$ cat src/rtl/ccw_pkg.sv
// package: configuration word layout, field decodes and carriers for the clock driver config block
package ccw_pkg;

    // word geometry
    localparam int CCW_WORD_W        = 96;
    localparam int CCW_RSVD_HI       = 95;
    localparam int CCW_RSVD_LO       = 62;
    // control-pin level, vco band, disable style, sync edge, loop enable
    localparam int CCW_CTRL_LVL_BIT  = 61;
    localparam int CCW_VCO_BAND_BIT  = 60;
    localparam int CCW_DIS_STYLE_BIT = 59;
    localparam int CCW_EDGE_BIT      = 58;
    localparam int CCW_LOOP_EN_BIT   = 57;
    // bank disable bits: bank 1 at 56 down to bank 5 at 52
    localparam int CCW_DIS_HI_BIT    = 56;
    localparam int CCW_NUM_BANKS     = 5;
    // feedback divide-by-n code
    localparam int CCW_FBN_LO        = 48;
    localparam int CCW_FBN_W         = 4;
    // output level fields: bank 1 at 47:46 ... feedback at 37:36
    localparam int CCW_LVL_HI_BIT    = 47;
    localparam int CCW_LVL_W         = 2;
    // input interface fields: reference_input_zero 35:34, reference_input_one 33:32, feedback 31:30
    localparam int CCW_INIF_HI_BIT   = 35;
    localparam int CCW_INIF_W        = 2;
    localparam int CCW_NUM_INPUTS    = 3;
    // skew fields: bank 1 at 29:25 ... feedback at 4:0
    localparam int CCW_SKEW_HI_BIT   = 29;
    localparam int CCW_SKEW_W        = 5;
    localparam int CCW_NUM_OUTS      = 6;

    // reset value of the whole word
    localparam logic [95:0] CCW_RESET_WORD = 96'h0;

    // skew codes
    localparam logic [4:0] CCW_SKEW_ZERO = 5'h00;
    localparam logic [4:0] CCW_SKEW_INV  = 5'h10;
    localparam logic [4:0] CCW_SKEW_DIV2 = 5'h11;
    localparam logic [4:0] CCW_SKEW_DIV4 = 5'h12;

    // highest legal feedback divide code
    localparam logic [3:0] CCW_FBN_MAX_CODE = 4'h8;

    // decoded skew mode per output
    typedef enum logic [1:0] {
        CCW_SK_ZERO = 2'b00,
        CCW_SK_INV  = 2'b01,
        CCW_SK_DIV2 = 2'b10,
        CCW_SK_DIV4 = 2'b11
    } ccw_skew_t;

    // decoded input interface
    typedef enum logic [1:0] {
        CCW_IN_DIFF  = 2'b00,
        CCW_IN_SE25  = 2'b01,
        CCW_IN_RSVD  = 2'b10,
        CCW_IN_SE18  = 2'b11
    } ccw_inif_t;

    // serial load port
    typedef struct packed {
        logic load_start;
        logic shift_en;
        logic shift_bit;
        logic load_done;
    } ccw_serial_t;

    // per-bank output control
    typedef struct packed {
        logic      run;
        logic      tristate;
        logic      stop_true;
        logic      stop_comp;
        logic [1:0] level;
        ccw_skew_t skew;
    } ccw_bank_ctl_t;

endpackage

$ cat src/rtl/ccw_config_word.sv
// 96-bit configuration word: serial load, staged apply and decode to output controls
//
// Overview of operation
// - bit 61 high selects 2.5V control-pin thresholds, low selects 1.8V.
// - bit 60 low selects the 50-125 MHz vco band, high the 100-250 MHz band.
// - bit 58 low aligns outputs to the falling reference edge, high to the rising edge.
// - bits 56 down to 52 are the disable controls of banks one to five, mirroring the disable pins.
// - a bank runs only when its disable bit and its disable pin are both low.
// - disabled outputs are gated when the style pin or bit 59 is high, else tri-stated.
// - in gated disable bit 58 low stops true and feedback outputs high and complements low, high reverses.
// - bits 51 to 48 select feedback divide 1,2,3,4,5,6,8,10,12 for codes 0 to 8, others reserved.
// - two-bit output level fields sit at 47:46 down to 37:36 for banks one to five and feedback.
// - two-bit input interface fields sit at 35:34, 33:32 and 31:30 for ref zero, ref one, feedback.
// - input code 00 is differential, 01 is 2.5V single-ended, 11 is 1.8V single-ended, 10 reserved.
// - five-bit skew fields sit at 29:25 down to 4:0 for banks one to five and feedback.
// - skew code 00000 is zero skew, 10000 inverts, 10001 divides by two, 10010 by four, others zero.
`timescale 1ns/10ps
`default_nettype none
module ccw_config_word
    import ccw_pkg::*;
#(
    parameter int WORD_W = CCW_WORD_W
)
(
    // clock and reset
    input  wire logic                 mclk,
    input  wire logic                 rst_n,
    // serial load port from the protocol engine
    input  wire ccw_pkg::ccw_serial_t ser_in,
    output logic                      ser_out,
    output logic                      load_error,
    // device pins
    input  wire logic                 disable_style_select,
    input  wire logic [4:0]           bank_output_disable,
    input  wire logic                 loop_enable_pin,
    // applied word readback
    output logic [95:0]               clock_configuration_word,
    // global controls
    output logic                      ctrl_pin_lvl_25,
    output logic                      vco_band_high,
    output logic                      sync_rising_edge,
    output logic                      loop_bypass,
    output logic                      reserved_nonzero,
    // feedback divide
    output logic [3:0]                fb_divide_ratio,
    output logic                      fb_divide_reserved,
    // input interfaces: reference_input_zero, reference_input_one, feedback
    output var ccw_pkg::ccw_inif_t    reference_input_zero_if,
    output var ccw_pkg::ccw_inif_t    reference_input_one_if,
    output var ccw_pkg::ccw_inif_t    feedback_input_if,
    // bank controls: index 0..4 banks one to five, index 5 feedback
    output var ccw_pkg::ccw_bank_ctl_t [5:0] bank_clock_output_ctl
);
    import ccw_pkg::*;

    // field extraction helpers
    function automatic logic [1:0] lvl_field(input logic [95:0] w, input int idx);
        lvl_field = w[CCW_LVL_HI_BIT - CCW_LVL_W*idx -: CCW_LVL_W];
    endfunction

    function automatic logic [4:0] skew_field(input logic [95:0] w, input int idx);
        skew_field = w[CCW_SKEW_HI_BIT - CCW_SKEW_W*idx -: CCW_SKEW_W];
    endfunction

    function automatic ccw_inif_t inif_field(input logic [95:0] w, input int idx);
        inif_field = ccw_inif_t'(w[CCW_INIF_HI_BIT - CCW_INIF_W*idx -: CCW_INIF_W]);
    endfunction

    // load sequencing
    typedef enum logic [1:0] {
        CCW_ST_IDLE  = 2'b00,
        CCW_ST_SHIFT = 2'b01,
        CCW_ST_ERR   = 2'b10
    } ccw_state_t;

    ccw_state_t  state_r;
    ccw_state_t  state_nxt;
    logic [95:0] shift_r;
    logic [6:0]  bit_cnt_r;
    logic [95:0] word_r;
    logic        error_r;
    logic [4:0]  dis_pin_meta_r;
    logic [4:0]  dis_pin_r;
    logic        style_meta_r;
    logic        style_r;
    logic        loop_meta_r;
    logic        loop_r;
    logic [95:0] word_nxt;

    // registered decodes of the applied word
    logic        lvl25_r;
    logic        vco_hi_r;
    logic        rise_r;
    logic        bypass_r;
    logic        rsvd_r;
    logic [3:0]  ratio_r;
    logic        ratio_rsvd_r;
    ccw_inif_t   reference_input_zero_if_r;
    ccw_inif_t   reference_input_one_if_r;
    ccw_inif_t   fb_if_r;

    // decode helpers feeding those registers
    logic [3:0]  fbn_ratio_w;
    logic        fbn_rsvd_w;
    logic        gated_style;
    ccw_bank_ctl_t [5:0] bank_ctl_nxt;
    ccw_bank_ctl_t [5:0] bank_ctl_r;

    localparam logic [6:0] FULL_CNT = 7'(WORD_W);

    // sequencer next state
    always_comb
    begin
        state_nxt = state_r;
        case (state_r)
            CCW_ST_IDLE:
            begin
                if (ser_in.load_start)
                    state_nxt = CCW_ST_SHIFT;
            end
            CCW_ST_SHIFT:
            begin
                if (ser_in.load_done)
                    state_nxt = (bit_cnt_r == FULL_CNT) ? CCW_ST_IDLE : CCW_ST_ERR;
            end
            CCW_ST_ERR:
            begin
                if (ser_in.load_start)
                    state_nxt = CCW_ST_SHIFT;
            end
            default: state_nxt = CCW_ST_IDLE;
        endcase
    end

    // sequencer state register
    always_ff @(posedge mclk)
    begin
        if (!rst_n)
            state_r <= CCW_ST_IDLE;
        else
            state_r <= state_nxt;
    end

    // shift register and bit counter, shifted msb first
    always_ff @(posedge mclk)
    begin
        if (!rst_n)
        begin
            shift_r   <= CCW_RESET_WORD;
            bit_cnt_r <= 7'h00;
        end
        else if (ser_in.load_start)
        begin
            shift_r   <= word_r;   // preload so readback shifts out the applied word
            bit_cnt_r <= 7'h00;
        end
        else if (state_r == CCW_ST_SHIFT && ser_in.shift_en)
        begin
            shift_r <= {shift_r[94:0], ser_in.shift_bit};
            if (bit_cnt_r != 7'h7f)
                bit_cnt_r <= bit_cnt_r + 7'h01;
        end
    end

    // next applied word: only a complete load replaces it
    // reset forces the reset word here too, so the decode registers follow it
    always_comb
    begin
        word_nxt = word_r;
        if (!rst_n)
            word_nxt = CCW_RESET_WORD;
        else if (state_r == CCW_ST_SHIFT && ser_in.load_done && bit_cnt_r == FULL_CNT)
            word_nxt = shift_r;
    end

    // applied word, partial shifts never reach it
    always_ff @(posedge mclk)
    begin
        if (!rst_n)
            word_r <= CCW_RESET_WORD;
        else
            word_r <= word_nxt;
    end

    // short or long load flag, cleared by the next start
    always_ff @(posedge mclk)
    begin
        if (!rst_n)
            error_r <= 1'b0;
        else if (state_r == CCW_ST_SHIFT && ser_in.load_done)
            error_r <= (bit_cnt_r != FULL_CNT);
        else if (ser_in.load_start)
            error_r <= 1'b0;
    end

    // pin synchronisers
    always_ff @(posedge mclk)
    begin
        if (!rst_n)
        begin
            dis_pin_meta_r <= 5'h1f;
            dis_pin_r      <= 5'h1f;
            style_meta_r   <= 1'b0;
            style_r        <= 1'b0;
            loop_meta_r    <= 1'b0;
            loop_r         <= 1'b0;
        end
        else
        begin
            dis_pin_meta_r <= bank_output_disable;
            dis_pin_r      <= dis_pin_meta_r;
            style_meta_r   <= disable_style_select;
            style_r        <= style_meta_r;
            loop_meta_r    <= loop_enable_pin;
            loop_r         <= loop_meta_r;
        end
    end

    // serial readback and status
    assign ser_out                  = shift_r[95];
    assign load_error               = error_r;
    assign clock_configuration_word = word_r;

    // decoded outputs straight from their registers
    assign ctrl_pin_lvl_25         = lvl25_r;
    assign vco_band_high           = vco_hi_r;
    assign sync_rising_edge        = rise_r;
    assign loop_bypass             = bypass_r;
    assign reserved_nonzero        = rsvd_r;
    assign fb_divide_ratio         = ratio_r;
    assign fb_divide_reserved      = ratio_rsvd_r;
    assign reference_input_zero_if = reference_input_zero_if_r;
    assign reference_input_one_if  = reference_input_one_if_r;
    assign feedback_input_if       = fb_if_r;
    assign bank_clock_output_ctl   = bank_ctl_r;

    // feedback divider decode of the next word
    ccw_fbdiv_dec u_fbdiv
    (
        .fbn_code     (word_nxt[CCW_FBN_LO +: CCW_FBN_W]),
        .fbn_ratio    (fbn_ratio_w),
        .fbn_reserved (fbn_rsvd_w)
    );

    // style pin or bit 59 high gates disabled banks instead of floating them
    assign gated_style = style_r | word_nxt[CCW_DIS_STYLE_BIT];

    for (genvar b = 0; b < CCW_NUM_OUTS; b++)
    begin : g_bank
        ccw_skew_t skew_mode;
        logic      disabled;

        ccw_skew_dec u_skew
        (
            .skew_code (skew_field(word_nxt, b)),
            .skew_mode (skew_mode)
        );

        if (b < CCW_NUM_BANKS)
        begin : g_out
            // bit and pin both low to run
            assign disabled = word_nxt[CCW_DIS_HI_BIT - b] | dis_pin_r[b];
        end
        else
        begin : g_fb
            assign disabled = 1'b0;  // feedback bank has no disable control
        end

        // next controls of this bank
        always_comb
        begin
            bank_ctl_nxt[b].run       = ~disabled;
            bank_ctl_nxt[b].tristate  = disabled & ~gated_style;
            bank_ctl_nxt[b].stop_true = ~word_nxt[CCW_EDGE_BIT];
            bank_ctl_nxt[b].stop_comp = word_nxt[CCW_EDGE_BIT];
            bank_ctl_nxt[b].level     = lvl_field(word_nxt, b);
            bank_ctl_nxt[b].skew      = skew_mode;
        end
    end

    // global controls, loaded from the next word so they change with the applied word
    // either the loop bit or the synced pin high bypasses the loop
    always_ff @(posedge mclk)
    begin
        lvl25_r  <= word_nxt[CCW_CTRL_LVL_BIT];
        vco_hi_r <= word_nxt[CCW_VCO_BAND_BIT];
        rise_r   <= word_nxt[CCW_EDGE_BIT];
        bypass_r <= word_nxt[CCW_LOOP_EN_BIT] | loop_r;
        rsvd_r   <= |word_nxt[CCW_RSVD_HI:CCW_RSVD_LO];
    end

    // divide and input interface fields, same timing as the word
    always_ff @(posedge mclk)
    begin
        ratio_r      <= fbn_ratio_w;
        ratio_rsvd_r <= fbn_rsvd_w;
        reference_input_zero_if_r    <= inif_field(word_nxt, 0);
        reference_input_one_if_r    <= inif_field(word_nxt, 1);
        fb_if_r      <= inif_field(word_nxt, 2);
    end

    // bank controls; the pin part lags the pins by three edges
    always_ff @(posedge mclk)
    begin
        bank_ctl_r <= bank_ctl_nxt;
    end

endmodule
`default_nettype wire

$ cat src/rtl/ccw_fbdiv_dec.sv
// feedback divide-by-n code decoder
`timescale 1ns/10ps
`default_nettype none
module ccw_fbdiv_dec
    import ccw_pkg::*;
(
    // raw code
    input  wire logic [3:0] fbn_code,
    // decoded ratio and legality
    output logic      [3:0] fbn_ratio,
    output logic            fbn_reserved
);
    // ascending codes map to 1-6, 8, 10, 12
    always_comb
    begin
        fbn_reserved = 1'b0;
        case (fbn_code)
            4'h0:    fbn_ratio = 4'h1;
            4'h1:    fbn_ratio = 4'h2;
            4'h2:    fbn_ratio = 4'h3;
            4'h3:    fbn_ratio = 4'h4;
            4'h4:    fbn_ratio = 4'h5;
            4'h5:    fbn_ratio = 4'h6;
            4'h6:    fbn_ratio = 4'h8;
            4'h7:    fbn_ratio = 4'ha;
            4'h8:    fbn_ratio = 4'hc;
            default:
            begin
                fbn_ratio    = 4'h1;   // reserved code, hold at unity
                fbn_reserved = 1'b1;
            end
        endcase
    end
endmodule
`default_nettype wire

$ cat src/rtl/ccw_skew_dec.sv
// skew/divide field decoder for one output bank
`timescale 1ns/10ps
`default_nettype none
module ccw_skew_dec
    import ccw_pkg::*;
(
    // raw field
    input  wire logic [4:0] skew_code,
    // decoded mode
    output var ccw_pkg::ccw_skew_t skew_mode
);
    // unlisted codes fall back to zero skew
    always_comb
    begin
        case (skew_code)
            CCW_SKEW_INV:  skew_mode = CCW_SK_INV;
            CCW_SKEW_DIV2: skew_mode = CCW_SK_DIV2;
            CCW_SKEW_DIV4: skew_mode = CCW_SK_DIV4;
            default:       skew_mode = CCW_SK_ZERO;
        endcase
    end
endmodule
`default_nettype wire

$ cat config.mk
export PLATFORM = sky130hd
export DESIGN_NAME = ccw_config_word
export DESIGN_NICKNAME = d
export VERILOG_FILES = /design/src/rtl/ccw_pkg.sv /design/src/rtl/ccw_config_word.sv /design/src/rtl/ccw_fbdiv_dec.sv /design/src/rtl/ccw_skew_dec.sv
export SDC_FILE = /design/constraint.sdc
export NUM_CORES = 1
export LEC_CHECK = 0
export BUFFER_PORTS_ARGS = -buffer_cell sky130_fd_sc_hd__buf_2
export CAP_MARGIN = 25
export CORE_MARGIN = 1.5
export CORE_UTILIZATION = 60
export DETAILED_ROUTE_END_ITERATION = 7
export PLACE_DENSITY_LB_ADDON = 0.25
export SYNTH_ARGS = -nofsm -noshare
export SYNTH_HDL_FRONTEND = slang
export SYNTH_SLANG_ARGS = --single-unit
$ cat constraint.sdc
create_clock -name mclk -period 3.1 [get_ports mclk]
set_input_delay 0.62 -clock mclk [delete_from_list [all_inputs] [get_ports mclk]]
set_output_delay 0.62 -clock mclk [all_outputs]
set_load 0.005 [all_outputs]
### Word level (Yosys, flattened, before mapping)

Cells that the tools add are included.

| word-level totals | value |
|---|---|
| flip-flop bits (word level) | 267 |
| bits in latches | 0 |
| bits in writable memories | 0 |
| ROM bits | 0 |
| output and inout bits | 162 |
| word-level logic and storage cells | 129 |
| memories | 0 |

| operators by class | value |
|---|---|
| $add $sub $neg | 1 |
| $mul | 0 |
| divide/modulo/power cells | 0 |
| order comparisons | 0 |
| equal/unequal tests | 33 |
| shift-type cells | 0 |
| muxes and demuxes | 18 |
| bitwise logic cells | 20 |
| reductions and logical operators | 13 |

Operator list:

| operator | count |
|---|---|
| $mux W96 | 4 |
| $eq A5 B5 Y1 const B | 18 |
| $pmux W2 S3 | 6 |
| $reduce_or A34 Y1 | 1 |
| $pmux W4 S8 | 1 |
| $eq A4 B3 Y1 const B | 4 |
| $ne A7 B7 Y1 const B | 2 |
| $reduce_or A9 Y1 | 1 |
| $eq A4 B2 Y1 const B | 2 |
| $not A1 Y1 | 8 |
| $add A7 B1 Y7 const B | 1 |
| $eq A7 B7 Y1 const B | 1 |
| $or A1 B1 Y1 | 7 |
| $mux W2 | 3 |
| $and A1 B1 Y1 | 5 |
| $eq A4 B1 Y1 const B | 1 |
| $eq A4 B4 Y1 const B | 1 |
| $logic_not A4 Y1 | 1 |
| $pmux W2 S2 | 1 |
| $reduce_and A2 Y1 | 2 |
| $reduce_bool A2 Y1 | 2 |
| $reduce_or A2 Y1 | 2 |
| $logic_and A1 B1 Y1 | 3 |
| $mux W1 | 3 |
| 5 further kinds | 5 |

### Logic depth before layout (Yosys ltp)

Gate-level depths: netlist of the first run.

| logic depth | value |
|---|---|
| depth after elaboration | 8 |
| mapped depth | 10 |

### By module

Synthesis of the first run repeated with hierarchy kept, for this count alone.

| unflattened totals | value |
|---|---|
| cells, all modules | 1,255 |
| area total of the unflattened synthesis | 10,266.1 um^2 |

Modules (own cells, without submodules):

| module | times used | cells each | area each (um^2) |
|---|---|---|---|
| ccw_config_word | 1 | 1,217 | 10,025.9 |
| ccw_skew_dec | 6 | 4 | 25.0 |
| ccw_fbdiv_dec | 1 | 14 | 90.1 |

### Worst setup path after synthesis of the first run

OpenSTA, ideal clock, no wires.

| path | value |
|---|---|
| path type | reg-to-reg |
| from | reg bit_cnt_r[0] |
| to | reg bank_ctl_r (netlist bit bank_clock_output_ctl[6]) |
| setup time | 0.126 ns |
| arrival | 1.875 ns |
| data required time | 2.974 ns |
| slack | 1.100 ns |
| stages on the path, launching flop included | 10 |
| path buffers | 2 |
| clock period less this slack | 2.000 ns |
| cell sequence | dfxtp_1 > inv_1 > ha_1 > and4bb_2 > nand3_1 > buf_4 > buf_4 > mux2_2 > a21oi_1 > nor2_1 |

RTL lines:

| item | line | text |
|---|---|---|
| start: declaration | ccw_config_word.sv:79 | `logic [6:0] bit_cnt_r;` |
| start signal: assignment | ccw_config_word.sv:161 | `bit_cnt_r <= bit_cnt_r + 7'h01;` |
| end signal: assignment | ccw_config_word.sv:305 | `bank_ctl_r <= bank_ctl_nxt;` |
| end: declaration | ccw_config_word.sv:107 | `ccw_bank_ctl_t [5:0] bank_ctl_r;` |

==> qor.txt, run 1 <==
========================================================================================
Filler instances                                                                    1262
Clock tree from TritonCTS                                                           done
Hold Path Class                                                                in -> reg
Number of search-and-repair iterations in the first detailed-routing pass              5
Run status                                                                  complete, no violations
Total global-route track usage                                                     27.2%
Post-Synthesis Mean Instance Area                                               8.53 um2
Hold Fails Final Rpt                                                                   0
Area share of the largest cell type after synthesis                                53.0%
Number of instances in the synthesized netlist                                      1182
Global-route met2 utilization                                                      44.4%
Gate family responsible for the most delay along the worst path             simple AND/OR/NAND/NOR gates
Routed WL per cell                                                               16.0 um
CTS Buffer Depth                                                                       3
Detailed-route DRC error count                                                         0
Worst-path maximum fanout                                                             34
Capturing element type of the critical path                                    flip-flop
Measured slew at the worst slew-check pin                                       0.686 ns
Routed vias                                                                         8884
Final worst hold slack                                                          0.276 ns
Placed cell count                                                                   1493
Number of gates given a new drive strength after cts                                   0
Average via count per standard cell                                                 5.77
Logic gate share of total power                                                     4.3%
Placeable core region                                                         0.0165 mm2
Number of enable-type register cells in the synthesized netlist                        0
Startpoint-to-endpoint class of the critical path                             reg -> reg
Distinct cell type count after synthesis                                              47
Clock-pin slew on the worst setup and hold paths                                 0.06 ns
Total buffers and inverters traversed by the critical path                             2
Die Area                                                                      0.0176 mm2
FF+latch count, synth                                                                267
Max Slew Vio Count                                                                     0
Biggest area consumer among synthesized cells                                    dfxtp_1
Startpoint type of the worst setup path                                        flip-flop
Final WL                                                                        24600 um
Startpoint of the lowest-slack register-to-register path                    bit_cnt_r[0]$_SDFFE_PP0P_
Top-count cell post-synth                                                        nand2_1
Worst endpoint required time                                                     3.50 ns
Worst hold start                                                            bank_output_disable[4]
Synthesized cell area                                                         0.0101 mm2
Register area share after synthesis                                                53.0%
Critical Path, Cell by Cell                                                 inv_1, ha_1, and4bb_2, nand3_4, buf_12, mux2_2, a21oi_1, nor2_1
Critical Path Max Stage Delay                                                    0.38 ns
Standard-cell rows                                                                    47
Clock Power Share                                                                  46.3%
Total CTS buffers                                                                     26
Tightest slew margin relative to the limit                                         54.3%
Max-cap violations                                                                     0
Setup repair bufs after CTS                                                            0
Starting density of the core                                                       61.0%
Num ports                                                                            175
IR Drop Worst-Case VDD                                                          0.547 mV
Clock Root Buffer                                                              clkbuf_16
Final weighted congestion of routability-driven global placement                   0.835
Total of endpoints with negative setup slack in the final report                       0
Pin count of the biggest net entering global routing                                  99
Period minus WS final                                                            2.32 ns
Slowest stage cell on the critical path                                          dfxtp_1
Clock tree sinks                                                                     267
Global-route met3 utilization                                                      4.33%
Cell leakage power                                                               4.88 nW
Vias in the first global route                                                      8054
Number of buffers inserted by hold repair at cts                                       0
Worst setup path startpoint                                                 bit_cnt_r[0]$_SDFFE_PP0P_
Die height                                                                        133 um
Synthesized Nets                                                                    1197
Crit share post-route                                                              74.7%
Width of the die                                                                  133 um
Antenna violations before repair                                                       0
Dominant synthesized flop cell                                                   dfxtp_1
Maximum operating frequency                                                    0.432 GHz
Remaining antenna violation count                                                      0
Wire length of the first global-routing pass                                    40200 um
Met1 track demand over resource in global routing                                  37.4%
Part of the power in registers                                                     49.4%
Synth-to-Final Area Change                                                         18.1%
Switching Fraction                                                                 21.8%
Most common library cells after synthesis                                   nand2_1, dfxtp_1, nor2_1, a21oi_1, a311oi_1
Total number of yosys warnings                                                         0
Area of the multi-input gates                                                0.00426 mm2
Switch Pwr                                                                       1.57 mW
Unrepaired setup endpoints after global routing                                    false
Data arrival, critical path                                                      2.71 ns
Register area                                                                0.00535 mm2
Cell internal power dissipation                                                  5.66 mW
Port buffer count                                                                    172
Final worst clock skew                                                        0.00951 ns
Total power per unit cell area                                                608 mW/mm2
Layer carrying the most global-route usage                                          met2
Clk_lat worst skew                                                               0.52 ns
Asr flop ratio synth                                                                  0%
Top post-synthesis cells by area                                            dfxtp_1, nand2_1, a311oi_1
DP HPWL                                                                         15200 um
Count of H-tree levels built during CTS                                                1
Setup TNS after final layout                                                        0 ns
Net count of the finished layout                                                    1316
Share of post-route cells with drive strength above 1                              19.3%
Remaining Overflow, GRT                                                                0
Non-Filler Instances                                                                1539
Antenna Diode Count                                                                    0
Number of DRC violations after detailed-routing iteration 0                          746
========================================================================================
[cells by family after synthesis]
logic type      Yosys count  synth area share [%]
compound gates          221                  15.0
xor+xnor                 12                  1.04
fa+ha+maj                 2                 0.248
buf+inv                 111                  4.85
flops                   267                  53.0
mux                      28                  2.88
other cells               2                0.0745
simple gates            539                  22.9
[flip-flops by register name, indices dropped and copies added (netlist names)]
| register | count |
|---|---|
| fb_divide_ratio | 4 |
| loop_bypass | 1 |
| loop_r | 1 |
| shift_r | 96 |
| bank_clock_output_ctl | 36 |
| clock_configuration_word | 96 |
| bit_cnt_r | 7 |
| ctrl_pin_lvl_25 | 1 |
| style_meta_r | 1 |
| feedback_input_if | 2 |
| loop_meta_r | 1 |
| fb_divide_reserved | 1 |
| reference_input_zero_if | 2 |
| dis_pin_r | 5 |
| style_r | 1 |
| dis_pin_meta_r | 5 |
| state_r | 2 |
| vco_band_high | 1 |
| load_error | 1 |
| reserved_nonzero | 1 |
| reference_input_one_if | 2 |
[per-layer routing]
layer	part of all wire, %	up-vias
met4	2.1	0
met5	0	-
met2	48	321
met1	44	4225
li1	-	4293
met3	6.8	45
[per-stage QoR]
step                cell area (um2)  util, %  total power [mW]  setup slack (ns)
floorplan                     10100        -              3.86              1.10
global placement              11000     66.5              3.95             0.817
detailed placement            11000     66.5              3.95             0.780
CTS                           11900     72.1              7.26             0.808
global route                  11900     72.1              7.45             0.677
finish                        11900     72.1              7.24             0.783
[power by group through the flow]
stage                     clock network [mW]  registers [mW]  logic, mW
after detailed placement                   0            3.65      0.307
after floorplan                            0            3.63      0.231
after global placement                     0            3.65      0.300
after global routing                    3.52            3.58      0.348
after CTS                               3.38            3.57      0.311
final                                   3.35            3.57      0.312
[cell type report]
type | count | area share, %
flip-flops and latches | 267 | 44.9
multi-input cells | 804 | 35.8
repair buffers | 192 | 8.91
clock buffers | 33 | 6.03
well taps | 220 | 2.31
clock inverters | 13 | 1.64
inverters | 10 | 0.410
[placed cells by master, fill, tap and decap left out, types with 11 or more instances in the layout]
cell type,instances
nand2_1,319
dfxtp_1,267
buf_2,172
nor2_1,136
a21oi_1,105
a311oi_1,93
clkbuf_16,27
nor4_1,20
mux2i_1,20
nand4_1,16
buf_4,16
o31ai_1,12
nand2b_1,11
and2_1,11
[path summary, 6_finish.rpt]
kind	to	slack [ns]	depth (start not counted)
worst max-delay path	bank_clock_output_ctl[22]$_DFF_P_	0.78	8
worst min-delay path	dis_pin_meta_r[4]$_SDFF_PN1_	0.28	2
worst max register to register	bank_clock_output_ctl[22]$_DFF_P_	0.78	8
worst min register to register	bank_clock_output_ctl[31]$_DFF_P_	0.40	1
[worst register-to-register path: cells and delay by family, from the launching register on]
family | cells | cell delay [ns]
muxes | 1 | 0.41
adders and majority gates | 1 | 0.23
AOI/OAI and AO/OA | 1 | 0.25
and+or+nand+nor | 3 | 0.58
DFF | 1 | 0.38
buffers and inverters | 2 | 0.33
No activity file was read; power rests on OpenSTA's default activity.
==> inputs of run 2 (changes only) <==
--- a/config.mk
+++ b/config.mk
@@ -8,7 +8,7 @@
 export BUFFER_PORTS_ARGS = -buffer_cell sky130_fd_sc_hd__buf_2
 export CAP_MARGIN = 25
 export CORE_MARGIN = 1.5
-export CORE_UTILIZATION = 60
+export CORE_UTILIZATION = 50
 export DETAILED_ROUTE_END_ITERATION = 7
 export PLACE_DENSITY_LB_ADDON = 0.25
 export SYNTH_ARGS = -nofsm -noshare
==> constraint.sdc (replaced) <==
create_clock -name mclk -period 1.9 [get_ports mclk]
set_input_delay 0.38 -clock mclk [delete_from_list [all_inputs] [get_ports mclk]]
set_output_delay 0.38 -clock mclk [all_outputs]
set_load 0.005 [all_outputs]
==> run 2 against run 1 <==
Critical path depth unchanged. Largest power group unchanged. Combinational power grew 80%. Register-to-register slack got worse by 0.79 ns. Global-route usage shrank 4.0 points. Total power increased by 62%. The flow now finishes with violations (setup timing). Worst setup slack got worse by 0.79 ns. Via count increased by 1.1%. Critical endpoint is now bank_clock_output_ctl[25]$_DFF_P_. Sequential share of layout area down 2.3 points. Cell count increased by 6.0%. Count of clock-buffer cells in the layout increased by 4.
==> qor.txt, run 2 (synthesis gave the netlist of run 1 again) <==
========================================================================================
Startpoint-to-endpoint class of the critical path                             reg -> reg
Hold worst-path end                                                         dis_pin_meta_r[1]$_SDFF_PN1_
Clock tree from TritonCTS                                                           done
IR Drop Worst-Case VDD                                                          0.546 mV
Share of post-route cells with drive strength above 1                              23.3%
Port buffer count                                                                    172
Clock-pin slew on the worst setup and hold paths                                 0.06 ns
Number of cells on the worst reg-to-reg path                                           8
Antenna Diode Count                                                                    0
Layer carrying the most global-route usage                                          met2
Worst endpoint required time                                                     2.33 ns
Data arrival, critical path                                                      2.34 ns
Number of buffers inserted by hold repair at cts                                       0
Final weighted congestion of routability-driven global placement                   0.824
Total global-route track usage                                                     23.3%
Setup TNS after final layout                                                 -0.00205 ns
Pin count of the biggest net entering global routing                                  69
Unrepaired setup endpoints after global routing                                     true
Cell leakage power                                                               5.13 nW
Total power of the final layout                                                  11.7 mW
Worst slack, placed                                                           -0.0312 ns
Total CTS buffers                                                                     27
Most frequent standard cell in the layout excluding fill and tap cells           nand2_1
Worst-path maximum fanout                                                              9
Placed cell count                                                                   1577
Number of DRC violations after detailed-routing iteration 0                          598
Global-route met2 utilization                                                      37.6%
Synth-to-Final Area Change                                                         24.5%
Worst r2r dst                                                               bank_clock_output_ctl[25]$_DFF_P_
Final worst clock skew                                                        0.00802 ns
Max-cap violations                                                                     0
Crit share post-route                                                               100%
Leading cell types in the layout, fill and taps excluded                    nand2_1, dfxtp_1, buf_2, nor2_1, a21oi_1
Antenna violations before repair                                                       0
Violations in the final reports                                             setup timing
Minimum setup slack among reg-to-reg paths                                     -0.002 ns
Non-Filler Instances                                                                1632
Clk_lat worst skew                                                               0.53 ns
Capturing element type of the critical path                                    flip-flop
CTS Buffer Depth                                                                       3
Global-route met3 utilization                                                      4.47%
Total of endpoints with negative setup slack in the final report                       1
Net count of the finished layout                                                    1362
DP HPWL                                                                         16800 um
Placeable core region                                                         0.0197 mm2
Post-placement cell area                                                      0.0115 mm2
Starting density of the core                                                       51.3%
Standard-cell rows                                                                    51
Met1 track demand over resource in global routing                                  31.6%
Remaining Overflow, GRT                                                                0
Max Slew Vio Count                                                                     0
Detailed-route DRC error count                                                         0
Routed vias                                                                         8982
Maximum operating frequency                                                    0.526 GHz
Number of search-and-repair iterations in the first detailed-routing pass              5
Hold Fails Final Rpt                                                                   0
Average via count per standard cell                                                 5.50
Clock tree sinks                                                                     267
Die height                                                                        145 um
Final WL                                                                        25600 um
Num ports                                                                            175
Hold Path Class                                                                in -> reg
Total power per unit cell area                                                934 mW/mm2
Period minus WS final                                                            1.90 ns
Die Area                                                                      0.0210 mm2
Startpoint type of the worst setup path                                        flip-flop
Count of H-tree levels built during CTS                                                1
Wire length of the first global-routing pass                                    41300 um
Width of the die                                                                  145 um
Startpoint of the lowest-slack register-to-register path                    bit_cnt_r[1]$_SDFFE_PP0P_
Worst hold start                                                            bank_output_disable[1]
Clock Root Buffer                                                              clkbuf_16
Slack of the critical path                                                   -0.00205 ns
Post-route standard cell area excluding fillers                               0.0126 mm2
Remaining antenna violation count                                                      0
Run status                                                                  finished with violations
Routed WL per cell                                                               15.7 um
Cell count of the worst hold path                                                      2
Vias in the first global route                                                      8330
========================================================================================
-- run 2: changes by cell type in the layout (fill, tap and decap cells not counted), sizes merged --
cell and delta:
inv +1, buf +44, clkbuf +5, clkinv -2, clkinvlp +2, bufinv -2
-- run 2: where the power goes --
| group | total [mW] | internal (mW) | switching (mW) |
|---|---|---|---|
| Clock | 5.34 | 3.18 | 2.15 |
| Combinational | 0.563 | 0.207 | 0.357 |
| Sequential | 5.83 | 5.73 | 0.104 |
| Total | 11.7 | 9.12 | 2.61 |
-- run 2: layer usage --
metal	part of all wire [%]	wire length (um)
met3	7.1	1800
met2	47	11900
met4	1.8	465
met1	44	11400
met5	0	0
-- run 2: layout make-up --
type                       instances  area (um2)
inverter                          10        51.3
timing repair buffer             237        1570
fill                            1705        7100
clock inverter                    12         149
tap                              265         332
clock buffer                      37         753
sequential                       267        5350
multi-input combinational        804        4350
-- run 2: worst max path at each step --
stage | from | end | slack (ns)
after floorplan | bit_cnt_r[0]$_SDFFE_PP0P_ | bank_clock_output_ctl[6]$_DFF_P_ | 0.004
after global placement | bit_cnt_r[1]$_SDFFE_PP0P_ | bank_clock_output_ctl[38]$_DFF_P_ | 0.06
after detailed placement | bit_cnt_r[1]$_SDFFE_PP0P_ | bank_clock_output_ctl[30]$_DFF_P_ | -0.03
after CTS | bit_cnt_r[1]$_SDFFE_PP0P_ | fb_divide_ratio[3]$_DFF_P_ | 0.005
after global routing | bit_cnt_r[1]$_SDFFE_PP0P_ | bank_clock_output_ctl[25]$_DFF_P_ | -0.1
final | bit_cnt_r[1]$_SDFFE_PP0P_ | bank_clock_output_ctl[25]$_DFF_P_ | -0.002
-- run 2: worst max-delay path, cell delays in order (launching register included) --
cell and delay [ns]:
dfxtp_2 0.32, inv_2 0.07, ha_4 0.15, and4bb_2 0.31, nand3_4 0.17, buf_12 0.20
mux2_2 0.22, nand2_1 0.10, nor4_2 0.27
-- run 2: repair_timing --
item	in CTS	in global routing
endpoints found under the setup margin	12	48
hold endpoints to repair	0	0
resized for setup	4	19
pin swaps	0	3
buffers inserted	0	5
cloned	0	1
-- run 2: through the flow --
step	util (%)	hold slack, ns
5_1_grt	63.9	0.0186
3_5_place_dp	58.5	0.395
2_1_floorplan	-	0.386
3_3_place_gp	58.5	0.391
6_report	63.9	0.0281
4_1_cts	63.2	0.0109
